### src/mdfr_pkg.sv
package mdfr_pkg;
   // ****************************************
   // Register map (byte addresses)
   // ****************************************
   localparam logic [3:0]  ADDR_RSVD_A      = 4'h0;
   localparam logic [3:0]  ADDR_HOST_CTRL   = 4'h2;
   localparam logic [3:0]  ADDR_RUN_RATIO   = 4'h4;
   localparam logic [3:0]  ADDR_HOLD_RATIO  = 4'h6;
   localparam logic [3:0]  ADDR_RSVD_B      = 4'h8;
   localparam logic [3:0]  ADDR_DRV_CFG     = 4'ha;
   localparam logic [3:0]  ADDR_STEP_RES    = 4'hc;
   localparam logic [3:0]  ADDR_MOTOR_SIZE  = 4'he;
   // ****************************************
   // Field positions and masks
   // ****************************************
   localparam int          BIT_FAULT_LED    = 15;
   localparam int          BIT_POWER_LED    = 14;
   localparam int          BIT_FILTER       = 9;
   localparam int          BIT_SMOOTH       = 8;
   localparam int          BIT_ERR_CLEAR    = 3;
   localparam int          BIT_FAULT_RESET  = 2;
   localparam int          BIT_EXCITE       = 1;
   localparam int          BIT_PULSE_SRC    = 14;
   localparam int          BIT_HOLD_REF     = 3;
   localparam int          BIT_PULSE_MODE   = 6;
   localparam logic [15:0] CTRL_MASK        = 16'hc30e;
   localparam logic [15:0] CFG_MASK         = 16'h7e48;
   // ****************************************
   // Reset values and legal ranges
   // ****************************************
   localparam logic [15:0] RST_HOST_CTRL    = 16'h0100;
   localparam logic [15:0] RST_RUN_RATIO    = 16'h03e8;
   localparam logic [15:0] RST_HOLD_RATIO   = 16'h01f4;
   localparam logic [15:0] RST_DRV_CFG      = 16'h7800;
   localparam logic [15:0] RST_STEP_RES     = 16'h000a;
   localparam logic [15:0] RST_MOTOR_SIZE   = 16'hff00;
   localparam logic [15:0] RATIO_FULL       = 16'h03e8;
   localparam logic [15:0] RUN_RATIO_MAX    = 16'h03e8;
   localparam logic [15:0] HOLD_RATIO_MAX   = 16'h01f4;
   localparam logic [15:0] STEP_RES_MIN     = 16'h0004;
   localparam logic [15:0] STEP_RES_MAX     = 16'h09c4;
   localparam logic [7:0]  SIZE_CODE_MAX    = 8'h05;
   localparam logic [7:0]  ERR_COUNT_MAX    = 8'hff;

   typedef enum logic [0:0] {
      MDFR_SETTING   = 1'b0,
      MDFR_OPERATION = 1'b1
   } mdfr_state_e;

   // Ratio in 0.1 percent steps, 1 up to max
   function automatic logic mdfr_ratio_ok(input logic [15:0] v, input logic [15:0] max);
      mdfr_ratio_ok = (v != 16'h0000) && (v <= max);
   endfunction

   // Size codes pair a high byte that is the complement of the low byte
   function automatic logic mdfr_size_ok(input logic [15:0] v);
      mdfr_size_ok = (v[15:8] == ~v[7:0]) && (v[7:0] <= SIZE_CODE_MAX);
   endfunction
endpackage

### src/mdfr_link_if.sv
`timescale 1ns/10ps
interface mdfr_link_if;
   logic        wr_req;
   logic        rd_req;
   logic [3:0]  addr;
   logic [15:0] wdata;
   logic [15:0] rdata;
   logic        ack;
   logic        commit_req;
   logic        release_req;
   logic        cmd_ack;
   logic        cmd_err;

   modport dev  (input wr_req, rd_req, addr, wdata, commit_req, release_req,
                 output rdata, ack, cmd_ack, cmd_err);
   modport host (output wr_req, rd_req, addr, wdata, commit_req, release_req,
                 input rdata, ack, cmd_ack, cmd_err);
endinterface

### src/mdfr_device.sv
// Overview of operation
// - Each register holds one 16-bit word
// - Host stays inside sixteen-byte window
// - Reserved words written zero, read undefined
// - Immediate registers apply unless value abnormal
// - Config registers apply on commit only
// - Bad commit raises error, stays setting
// - Bits 15,14 forbid fault/power indicators
// - Bit 9 filter on, bit 8 smooth on
// - Bits 3,2 clear/reset, bit 1 excite
// - Clear and reset act on rising edge
// - Host writes zero before repeating one
// - Error clear resets counter and flag
// - Reserved control bits read undefined, written zero
// - Run ratio 1..1000, resets 1000
// - Run current equals rated times ratio/1000
// - Hold ratio 1..500, resets 500
// - Host never sets hold above half
// - Hold ratio reference chosen by config bit
// - Config writes in operation do nothing
// - Config bit 3 selects operating reference
`timescale 1ns/10ps
module mdfr_device
   import mdfr_pkg::*;
#(
   parameter logic [11:0] RATED_MA [6] = '{12'd500, 12'd900, 12'd1300, 12'd1700, 12'd2200, 12'd2800}
)(
   input  wire logic        mclk,
   input  wire logic        rst_b,
   mdfr_link_if.dev         link,
   input  wire logic        comm_error_event,
   output logic             fault_indicator_off,
   output logic             power_indicator_off,
   output logic             cmd_filter_on,
   output logic             smooth_drive_on,
   output logic             excite_on,
   output logic             comm_error_clear,
   output logic             fault_reset,
   output logic             comm_error_flag,
   output logic [7:0]       comm_error_count,
   output logic             cmd_exec_alarm,
   output logic             operating,
   output logic [11:0]      run_current_ma,
   output logic [11:0]      hold_current_ma,
   output logic [15:0]      step_resolution,
   output logic             two_pulse_mode
);
   // ****************************************
   // Storage
   // ****************************************
   mdfr_state_e state;
   logic [15:0] host_control_bits;
   logic [15:0] run_current_ratio;
   logic [15:0] hold_current_ratio;
   logic [15:0] cfg_written;
   logic [15:0] res_written;
   logic [15:0] size_written;
   logic [15:0] driver_config;
   logic [15:0] motor_size_select;

   // ****************************************
   // Decode
   // ****************************************
   wire         wr_ctrl    = link.wr_req && (link.addr == ADDR_HOST_CTRL);
   wire         wr_run     = link.wr_req && (link.addr == ADDR_RUN_RATIO);
   wire         wr_hold    = link.wr_req && (link.addr == ADDR_HOLD_RATIO);
   wire         in_setting = (state == MDFR_SETTING);
   // Writes to staged words during operation are dropped silently
   wire         wr_cfg     = link.wr_req && in_setting && (link.addr == ADDR_DRV_CFG);
   wire         wr_res     = link.wr_req && in_setting && (link.addr == ADDR_STEP_RES);
   wire         wr_size    = link.wr_req && in_setting && (link.addr == ADDR_MOTOR_SIZE);
   wire         run_ok     = mdfr_ratio_ok(link.wdata, RUN_RATIO_MAX);
   wire         hold_ok    = mdfr_ratio_ok(link.wdata, HOLD_RATIO_MAX);
   wire         commit_ok  = cfg_written[BIT_PULSE_SRC] && mdfr_size_ok(size_written)
                             && (res_written >= STEP_RES_MIN) && (res_written <= STEP_RES_MAX);
   wire         do_commit  = link.commit_req && in_setting && commit_ok;
   wire         bad_commit = link.commit_req && in_setting && !commit_ok;
   wire [15:0]  ctrl_next  = link.wdata & CTRL_MASK;
   // Rising edges only; a held one does nothing further
   wire         clr_rise   = wr_ctrl && ctrl_next[BIT_ERR_CLEAR] && !host_control_bits[BIT_ERR_CLEAR];
   wire         rst_rise   = wr_ctrl && ctrl_next[BIT_FAULT_RESET] && !host_control_bits[BIT_FAULT_RESET];

   // Reserved words and bits read as zero
   logic [15:0] rd_mux;
   always_comb begin
      case (link.addr)
         ADDR_HOST_CTRL:  rd_mux = host_control_bits;
         ADDR_RUN_RATIO:  rd_mux = run_current_ratio;
         ADDR_HOLD_RATIO: rd_mux = hold_current_ratio;
         ADDR_DRV_CFG:    rd_mux = cfg_written;
         ADDR_STEP_RES:   rd_mux = res_written;
         ADDR_MOTOR_SIZE: rd_mux = size_written;
         default:         rd_mux = 16'h0000;
      endcase
   end

   // ****************************************
   // Current arithmetic
   // ****************************************
   wire [2:0]   size_idx   = motor_size_select[2:0];
   wire [11:0]  rated_ma   = RATED_MA[size_idx];
   wire [21:0]  run_prod   = rated_ma * run_current_ratio[9:0];
   wire [11:0]  next_run   = 12'(run_prod / 22'(RATIO_FULL));
   // Reference for the hold ratio follows the committed config bit
   wire [11:0]  hold_base  = driver_config[BIT_HOLD_REF] ? next_run : rated_ma;
   wire [21:0]  hold_prod  = hold_base * hold_current_ratio[9:0];
   wire [11:0]  next_hold  = 12'(hold_prod / 22'(RATIO_FULL));

   // ****************************************
   // Host-visible registers
   // ****************************************
   always_ff @(posedge mclk or negedge rst_b) begin
      if (!rst_b) begin
         host_control_bits  <= RST_HOST_CTRL;
         run_current_ratio  <= RST_RUN_RATIO;
         hold_current_ratio <= RST_HOLD_RATIO;
         cfg_written        <= RST_DRV_CFG;
         res_written        <= RST_STEP_RES;
         size_written       <= RST_MOTOR_SIZE;
      end else begin
         if (wr_ctrl) begin
            host_control_bits <= ctrl_next;
         end
         if (wr_run && run_ok) begin
            run_current_ratio <= link.wdata;
         end
         if (wr_hold && hold_ok) begin
            hold_current_ratio <= link.wdata;
         end
         if (wr_cfg) begin
            cfg_written <= link.wdata & CFG_MASK;
         end
         if (wr_res) begin
            res_written <= link.wdata;
         end
         if (wr_size) begin
            size_written <= link.wdata;
         end
      end
   end

   // ****************************************
   // Internal state and committed values
   // ****************************************
   always_ff @(posedge mclk or negedge rst_b) begin
      if (!rst_b) begin
         state             <= MDFR_SETTING;
         driver_config     <= RST_DRV_CFG;
         step_resolution   <= RST_STEP_RES;
         motor_size_select <= RST_MOTOR_SIZE;
      end else begin
         case (state)
            MDFR_SETTING: begin
               if (do_commit) begin
                  driver_config     <= cfg_written;
                  step_resolution   <= res_written;
                  motor_size_select <= size_written;
                  state             <= MDFR_OPERATION;
               end
            end
            MDFR_OPERATION: begin
               if (link.release_req) begin
                  state <= MDFR_SETTING;
               end
            end
            default: state <= MDFR_SETTING;
         endcase
      end
   end

   // ****************************************
   // Errors, alarm and action pulses
   // ****************************************
   always_ff @(posedge mclk or negedge rst_b) begin
      if (!rst_b) begin
         comm_error_flag  <= 1'b0;
         comm_error_count <= 8'h00;
         cmd_exec_alarm   <= 1'b0;
         comm_error_clear <= 1'b0;
         fault_reset      <= 1'b0;
      end else begin
         comm_error_clear <= clr_rise;
         fault_reset      <= rst_rise;
         // A new error in the clearing cycle still counts
         if (comm_error_event) begin
            comm_error_flag <= 1'b1;
            if (clr_rise) begin
               comm_error_count <= 8'h01;
            end else if (comm_error_count != ERR_COUNT_MAX) begin
               comm_error_count <= comm_error_count + 8'h01;
            end
         end else if (clr_rise) begin
            comm_error_flag  <= 1'b0;
            comm_error_count <= 8'h00;
         end
         if (bad_commit) begin
            cmd_exec_alarm <= 1'b1;
         end else if (rst_rise) begin
            cmd_exec_alarm <= 1'b0;
         end
      end
   end

   // ****************************************
   // Answers and registered outputs
   // ****************************************
   always_ff @(posedge mclk or negedge rst_b) begin
      if (!rst_b) begin
         link.rdata          <= 16'h0000;
         link.ack            <= 1'b0;
         link.cmd_ack        <= 1'b0;
         link.cmd_err        <= 1'b0;
         fault_indicator_off <= 1'b0;
         power_indicator_off <= 1'b0;
         cmd_filter_on       <= 1'b0;
         smooth_drive_on     <= 1'b1;
         excite_on           <= 1'b0;
         operating           <= 1'b0;
         two_pulse_mode      <= 1'b0;
         run_current_ma      <= 12'h000;
         hold_current_ma     <= 12'h000;
      end else begin
         link.rdata          <= link.rd_req ? rd_mux : 16'h0000;
         link.ack            <= link.rd_req || link.wr_req;
         link.cmd_ack        <= link.commit_req || link.release_req;
         // Commit in operation is acknowledged but changes nothing
         link.cmd_err        <= bad_commit;
         fault_indicator_off <= host_control_bits[BIT_FAULT_LED];
         power_indicator_off <= host_control_bits[BIT_POWER_LED];
         cmd_filter_on       <= host_control_bits[BIT_FILTER];
         smooth_drive_on     <= host_control_bits[BIT_SMOOTH];
         // No excitation until committed
         excite_on           <= host_control_bits[BIT_EXCITE] && !in_setting;
         operating           <= !in_setting;
         two_pulse_mode      <= driver_config[BIT_PULSE_MODE];
         run_current_ma      <= next_run;
         hold_current_ma     <= next_hold;
      end
   end
endmodule

### src/flat_wrapper.sv
// flat-port wrapper written by rule: the top's interface ports become plain ports
module mdfr_device_flat import mdfr_pkg::*;
#(
   parameter logic [11:0] RATED_MA [6] = '{12'd500, 12'd900, 12'd1300, 12'd1700, 12'd2200, 12'd2800}
)
  (mclk, rst_b, comm_error_event, fault_indicator_off, power_indicator_off, cmd_filter_on, smooth_drive_on, excite_on, comm_error_clear, fault_reset, comm_error_flag, comm_error_count, cmd_exec_alarm, operating, run_current_ma, hold_current_ma, step_resolution, two_pulse_mode, link_wr_req, link_rd_req, link_addr, link_wdata, link_commit_req, link_release_req, link_rdata, link_ack, link_cmd_ack, link_cmd_err);
  mdfr_link_if link_i ();
  input  wire logic mclk;
  input  wire logic rst_b;
  input  wire logic comm_error_event;
  output logic fault_indicator_off;
  output logic power_indicator_off;
  output logic cmd_filter_on;
  output logic smooth_drive_on;
  output logic excite_on;
  output logic comm_error_clear;
  output logic fault_reset;
  output logic comm_error_flag;
  output logic [7:0] comm_error_count;
  output logic cmd_exec_alarm;
  output logic operating;
  output logic [11:0] run_current_ma;
  output logic [11:0] hold_current_ma;
  output logic [15:0] step_resolution;
  output logic two_pulse_mode;
  input wire logic [$bits(link_i.wr_req)-1:0] link_wr_req;
  input wire logic [$bits(link_i.rd_req)-1:0] link_rd_req;
  input wire logic [$bits(link_i.addr)-1:0] link_addr;
  input wire logic [$bits(link_i.wdata)-1:0] link_wdata;
  input wire logic [$bits(link_i.commit_req)-1:0] link_commit_req;
  input wire logic [$bits(link_i.release_req)-1:0] link_release_req;
  output wire logic [$bits(link_i.rdata)-1:0] link_rdata;
  output wire logic [$bits(link_i.ack)-1:0] link_ack;
  output wire logic [$bits(link_i.cmd_ack)-1:0] link_cmd_ack;
  output wire logic [$bits(link_i.cmd_err)-1:0] link_cmd_err;
  assign link_i.wr_req = link_wr_req;
  assign link_i.rd_req = link_rd_req;
  assign link_i.addr = link_addr;
  assign link_i.wdata = link_wdata;
  assign link_i.commit_req = link_commit_req;
  assign link_i.release_req = link_release_req;
  assign link_rdata = link_i.rdata;
  assign link_ack = link_i.ack;
  assign link_cmd_ack = link_i.cmd_ack;
  assign link_cmd_err = link_i.cmd_err;
  mdfr_device #(.RATED_MA(RATED_MA)) u_core (.mclk(mclk), .rst_b(rst_b), .link(link_i), .comm_error_event(comm_error_event), .fault_indicator_off(fault_indicator_off), .power_indicator_off(power_indicator_off), .cmd_filter_on(cmd_filter_on), .smooth_drive_on(smooth_drive_on), .excite_on(excite_on), .comm_error_clear(comm_error_clear), .fault_reset(fault_reset), .comm_error_flag(comm_error_flag), .comm_error_count(comm_error_count), .cmd_exec_alarm(cmd_exec_alarm), .operating(operating), .run_current_ma(run_current_ma), .hold_current_ma(hold_current_ma), .step_resolution(step_resolution), .two_pulse_mode(two_pulse_mode));
endmodule
### config.mk
export PLATFORM = sky130hd
export DESIGN_NAME = mdfr_device_flat
export DESIGN_NICKNAME = d
export VERILOG_FILES = /design/src/mdfr_pkg.sv /design/src/mdfr_link_if.sv /design/src/mdfr_device.sv /design/src/flat_wrapper.sv
export SDC_FILE = /design/constraint.sdc
export NUM_CORES = 1
export LEC_CHECK = 0
export BUFFER_PORTS_ARGS = -buffer_cell sky130_fd_sc_hd__buf_2
export CORE_ASPECT_RATIO = 0.75
export CORE_MARGIN = 2
export CORE_UTILIZATION = 39
export CTS_CLUSTER_DIAMETER = 80
export DETAILED_ROUTE_END_ITERATION = 7
export PLACE_DENSITY = 0.56
export SYNTH_ARGS = -nofsm -noshare
export SYNTH_HDL_FRONTEND = slang
export SYNTH_SLANG_ARGS = --single-unit
### constraint.sdc
create_clock -name mclk -period 73.7 [get_ports mclk]
set_clock_uncertainty 0.2 [all_clocks]
set_input_delay 7.37 -clock mclk [delete_from_list [all_inputs] [get_ports mclk]]
set_output_delay 7.37 -clock mclk [all_outputs]
set_load 0.01 [all_outputs]
==> summary.txt <==
Outcome
  • Status: completed

Floorplan
  • Core Region: 52700 um^2
  • Die Span Y: 204 um
  • Row cnt: 73
  • Initial Util: 0.393
  • Ports: 105
  • Full die area: 55000 um^2
  • Chip width: 270 um

Setup path
  • CP arrival: 30650 ps
  • Critical Path RT: 73840 ps
  • Most common cell on crit path: fa_1
  • CP peak stage delay: 860 ps
  • Crit Path Class: flop to flop
  • Reg2reg start: u_core.motor_size_select[0]$_DFFE_PN0P_
  • Highest-delay cell along the critical path: a2111oi_0
  • Critical Path Fanout Max: 17
  • Reg-to-reg slack, setup: 43190 ps
  • R2R Path End: u_core.hold_current_ma[0]$_DFF_PN0_
  • CP Capture Type: flop
  • Worst setup SP type: flop
  • Reg2Reg Depth: 90

Routing
  • Final ANT Viol Nets: 0
  • Initial DRC Count: 1708
  • Final WL: 59.3 mm
  • Pre-antenna DRT Iters: 5
  • Routed length per placed instance: 18.9 um
  • Detailed-route via count: 18.5k
  • Vias/cell: 5.89
  • DRC Markers: 0

Logic synthesis
  • EDFF count, synth: 0
  • Mapped Area: 20700 um^2
  • Avg Cell Area, Syn: 8.79 um^2
  • Top post-synthesis cells by area: dfrtp_1 16%, fa_1 14%, ha_1 7.1%
  • Synth cell types: 130
  • Area leader, netlist: dfrtp_1
  • Synthesis-stage register bit count: 163
  • Syn nets: 2638
  • Post-synthesis instance total: 2354
  • Ys async rst share: 1.00
  • Main synth FF type: dfrtp_1
  • Yosys warning total: 0
  • Yosys top cell area share: 0.161
  • Register area share after synthesis: 0.199

Flow run
  • MaxCap Viol Count: 0

Clock network
  • Clock root buffer: clkbuf_16
  • Clock Latency Late Sink: 460 ps
  • PostCTS Resize Cnt: 0
  • TritonCTS Sinks: 163
  • Post-CTS setup buffers: 0
  • CTS tree: done
  • Clock tree buffer depth: 2
  • Hold Buf Count CTS: 0
  • Total CTS buffers: 17
  • CTS HTree Levels: 4
  • Clock-pin slew on the worst setup and hold paths: 80 ps

Timing
  • Fmax: 0.0328 GHz
  • Max_slew headroom: 0.285
  • Final setup violation count: 0
  • Min cycle time layout: 30510 ps
  • Setup WS post-layout: 43190 ps
  • Fin. max-slew vios: 0
  • Setup TNS: 0 ps
  • Fin crit share: 0.414
  • Worst-Margin Slew: 1070 ps
  • Final hold viol count: 0
  • Unrepaired setup endpoints after global routing: false

Final layout
  • Share of cells above drive strength 1: 0.160
  • Multi-input logic area: 15600 um^2
  • Layout area overhead: 8.84%
  • Fin area: 22500 um^2
  • Sequential Area: 4120 um^2
  • Nets: 2691
  • Fill count: 5228

Hold path
  • Hold path start: u_core.driver_config[6]$_DFFE_PN0P_
  • Hold EP: u_core.two_pulse_mode$_DFF_PN0_
  • Min-Delay Path Class: flop to flop
  • Hold depth: 0

Place
  • Area of placed instances: 21900 um^2
  • Routability cong.: 0.903
  • HPWL Detailed: 46.1 mm
  • Worst slack at placement: 43570 ps
  • Port Buf Inserts: 104

Pwr
  • Pleak: 10.5 nW
  • Tot Pwr: 0.261 mW
  • Power Dens Cells: 11.6 nW/um^2
  • Worst vdd rail ir drop: 0.0000124 V

Global routing
  • Largest net degree at the start of global routing: 96
  • GRT overflow: 0
  • Vias in the first global route: 17.7k
  • Initial antenna violation count: 2
  • Global-route wire length before repair: 96.4 mm
  • Global Route Usage Sum: 0.214
==> cells by family after synthesis <==
kind of cell | after synthesis | synth area share
simple gates | 812 | 0.202
buf+inv | 268 | 0.0505
fa+ha+maj | 262 | 0.209
mux | 123 | 0.0662
xor+xnor | 99 | 0.0441
compound gates | 627 | 0.229
flops | 163 | 0.199
==> report_power, final <==
| group | internal [mW] | switching, mW | total (mW) |
|---|---|---|---|
| logic | 0.0224 | 0.0342 | 0.0566 |
| clock network | 0.0466 | 0.0482 | 0.0948 |
| registers | 0.100 | 0.00984 | 0.110 |
| total | 0.169 | 0.0922 | 0.261 |
==> layout make-up <==
class | count | area share
multi-input cells | 1923 | 0.690
flip-flops and latches | 163 | 0.183
well taps | 712 | 0.0395
inverters | 181 | 0.0303
repair buffers | 121 | 0.0290
clock buffers | 17 | 0.0189
clock inverters | 15 | 0.00905
diodes | 1 | 0.000111
==> layer usage <==
metal | track usage | routed length, um
met5 | 0 | 0
met4 | 0.0419 | 784
met3 | 0.0291 | 3430
met2 | 0.341 | 26900
met1 | 0.311 | 28100
==> metrics by stage <==
step	hold WS, ps	instances	util
floorplan	149	2354	-
detailed placement	160	3100	0.416
global route	194	3133	0.428
global placement	162	3100	0.416
finish	173	3133	0.428
CTS	178	3132	0.427
==> flip-flops by register name, indices dropped and copies added (netlist names), 12 cells and up <==
register	flops
u_core.res_written	16
u_core.link.rdata	16
u_core.run_current_ma	12
u_core.hold_current_ratio	16
u_core.step_resolution	16
u_core.size_written	16
u_core.run_current_ratio	16
u_core.hold_current_ma	12
==> worst max-delay path, delay by kind of cell (launching register included) <==
kind / cells / cell delay, ps
AOI/OAI and AO/OA: 44 / 14610
xor gates and xnor gates: 1 / 200
adders and majority gates: 13 / 6370
buffers and inverters: 8 / 890
DFF: 1 / 690
muxes: 4 / 1320
and+or+nand+nor: 20 / 6080
==> worst max-delay path by stage <==
stage	endpoint	from	slack, ps
floorplan	u_core.hold_current_ma[0]$_DFF_PN0_	u_core.motor_size_select[1]$_DFFE_PN0P_	48110
global placement	u_core.hold_current_ma[0]$_DFF_PN0_	u_core.motor_size_select[0]$_DFFE_PN0P_	44380
detailed placement	u_core.hold_current_ma[0]$_DFF_PN0_	u_core.motor_size_select[0]$_DFFE_PN0P_	43570
CTS	u_core.hold_current_ma[0]$_DFF_PN0_	u_core.motor_size_select[0]$_DFFE_PN0P_	43400
global route	u_core.hold_current_ma[0]$_DFF_PN0_	u_core.motor_size_select[2]$_DFFE_PN0P_	41030
finish	u_core.hold_current_ma[0]$_DFF_PN0_	u_core.motor_size_select[0]$_DFFE_PN0P_	43190
==> cell usage after synthesis (9+ instances only) <==
| master | number |
|---|---|
| a2111oi_0 | 9 |
| a211o_1 | 18 |
| a211oi_1 | 29 |
| a21o_1 | 38 |
| a21oi_1 | 104 |
| a22oi_1 | 39 |
| a31oi_1 | 39 |
| and2_1 | 102 |
| and3_1 | 40 |
| buf_2 | 17 |
| clkbuf_1 | 61 |
| dfrtp_1 | 133 |
| dfstp_2 | 30 |
| fa_1 | 140 |
| ha_1 | 117 |
| inv_1 | 172 |
| mux2_2 | 93 |
| mux2i_1 | 26 |
| nand2_1 | 247 |
| nand2b_1 | 16 |
| nand3_1 | 61 |
| nand4_1 | 20 |
| nor2_1 | 133 |
| nor2b_1 | 16 |
| nor3_1 | 65 |
| nor4_1 | 13 |
| o211a_1 | 16 |
| o211ai_1 | 35 |
| o21a_1 | 27 |
| o21ai_0 | 53 |
| o21ai_1 | 25 |
| o21bai_1 | 9 |
| o22ai_1 | 16 |
| o31a_1 | 9 |
| o31ai_1 | 12 |
| or2_2 | 9 |
| or3_1 | 19 |
| xnor2_1 | 62 |
| xor2_1 | 31 |
==> cell usage in the layout (no fill, tap or decap), types with 39 or more instances in the layout <==
master,netlist,routed
nand3_1,61,61
buf_2,17,103
nor2_1,133,133
and3_1,40,40
mux2_2,93,93
o21ai_0,53,53
a22oi_1,39,39
dfrtp_1,133,133
xnor2_1,62,62
a21oi_1,104,104
ha_1,117,117
nor3_1,65,63
and2_1,102,102
inv_1,172,172
nand2_1,247,247
fa_1,140,140
a31oi_1,39,39
No activity file was read; power rests on OpenSTA's default activity.
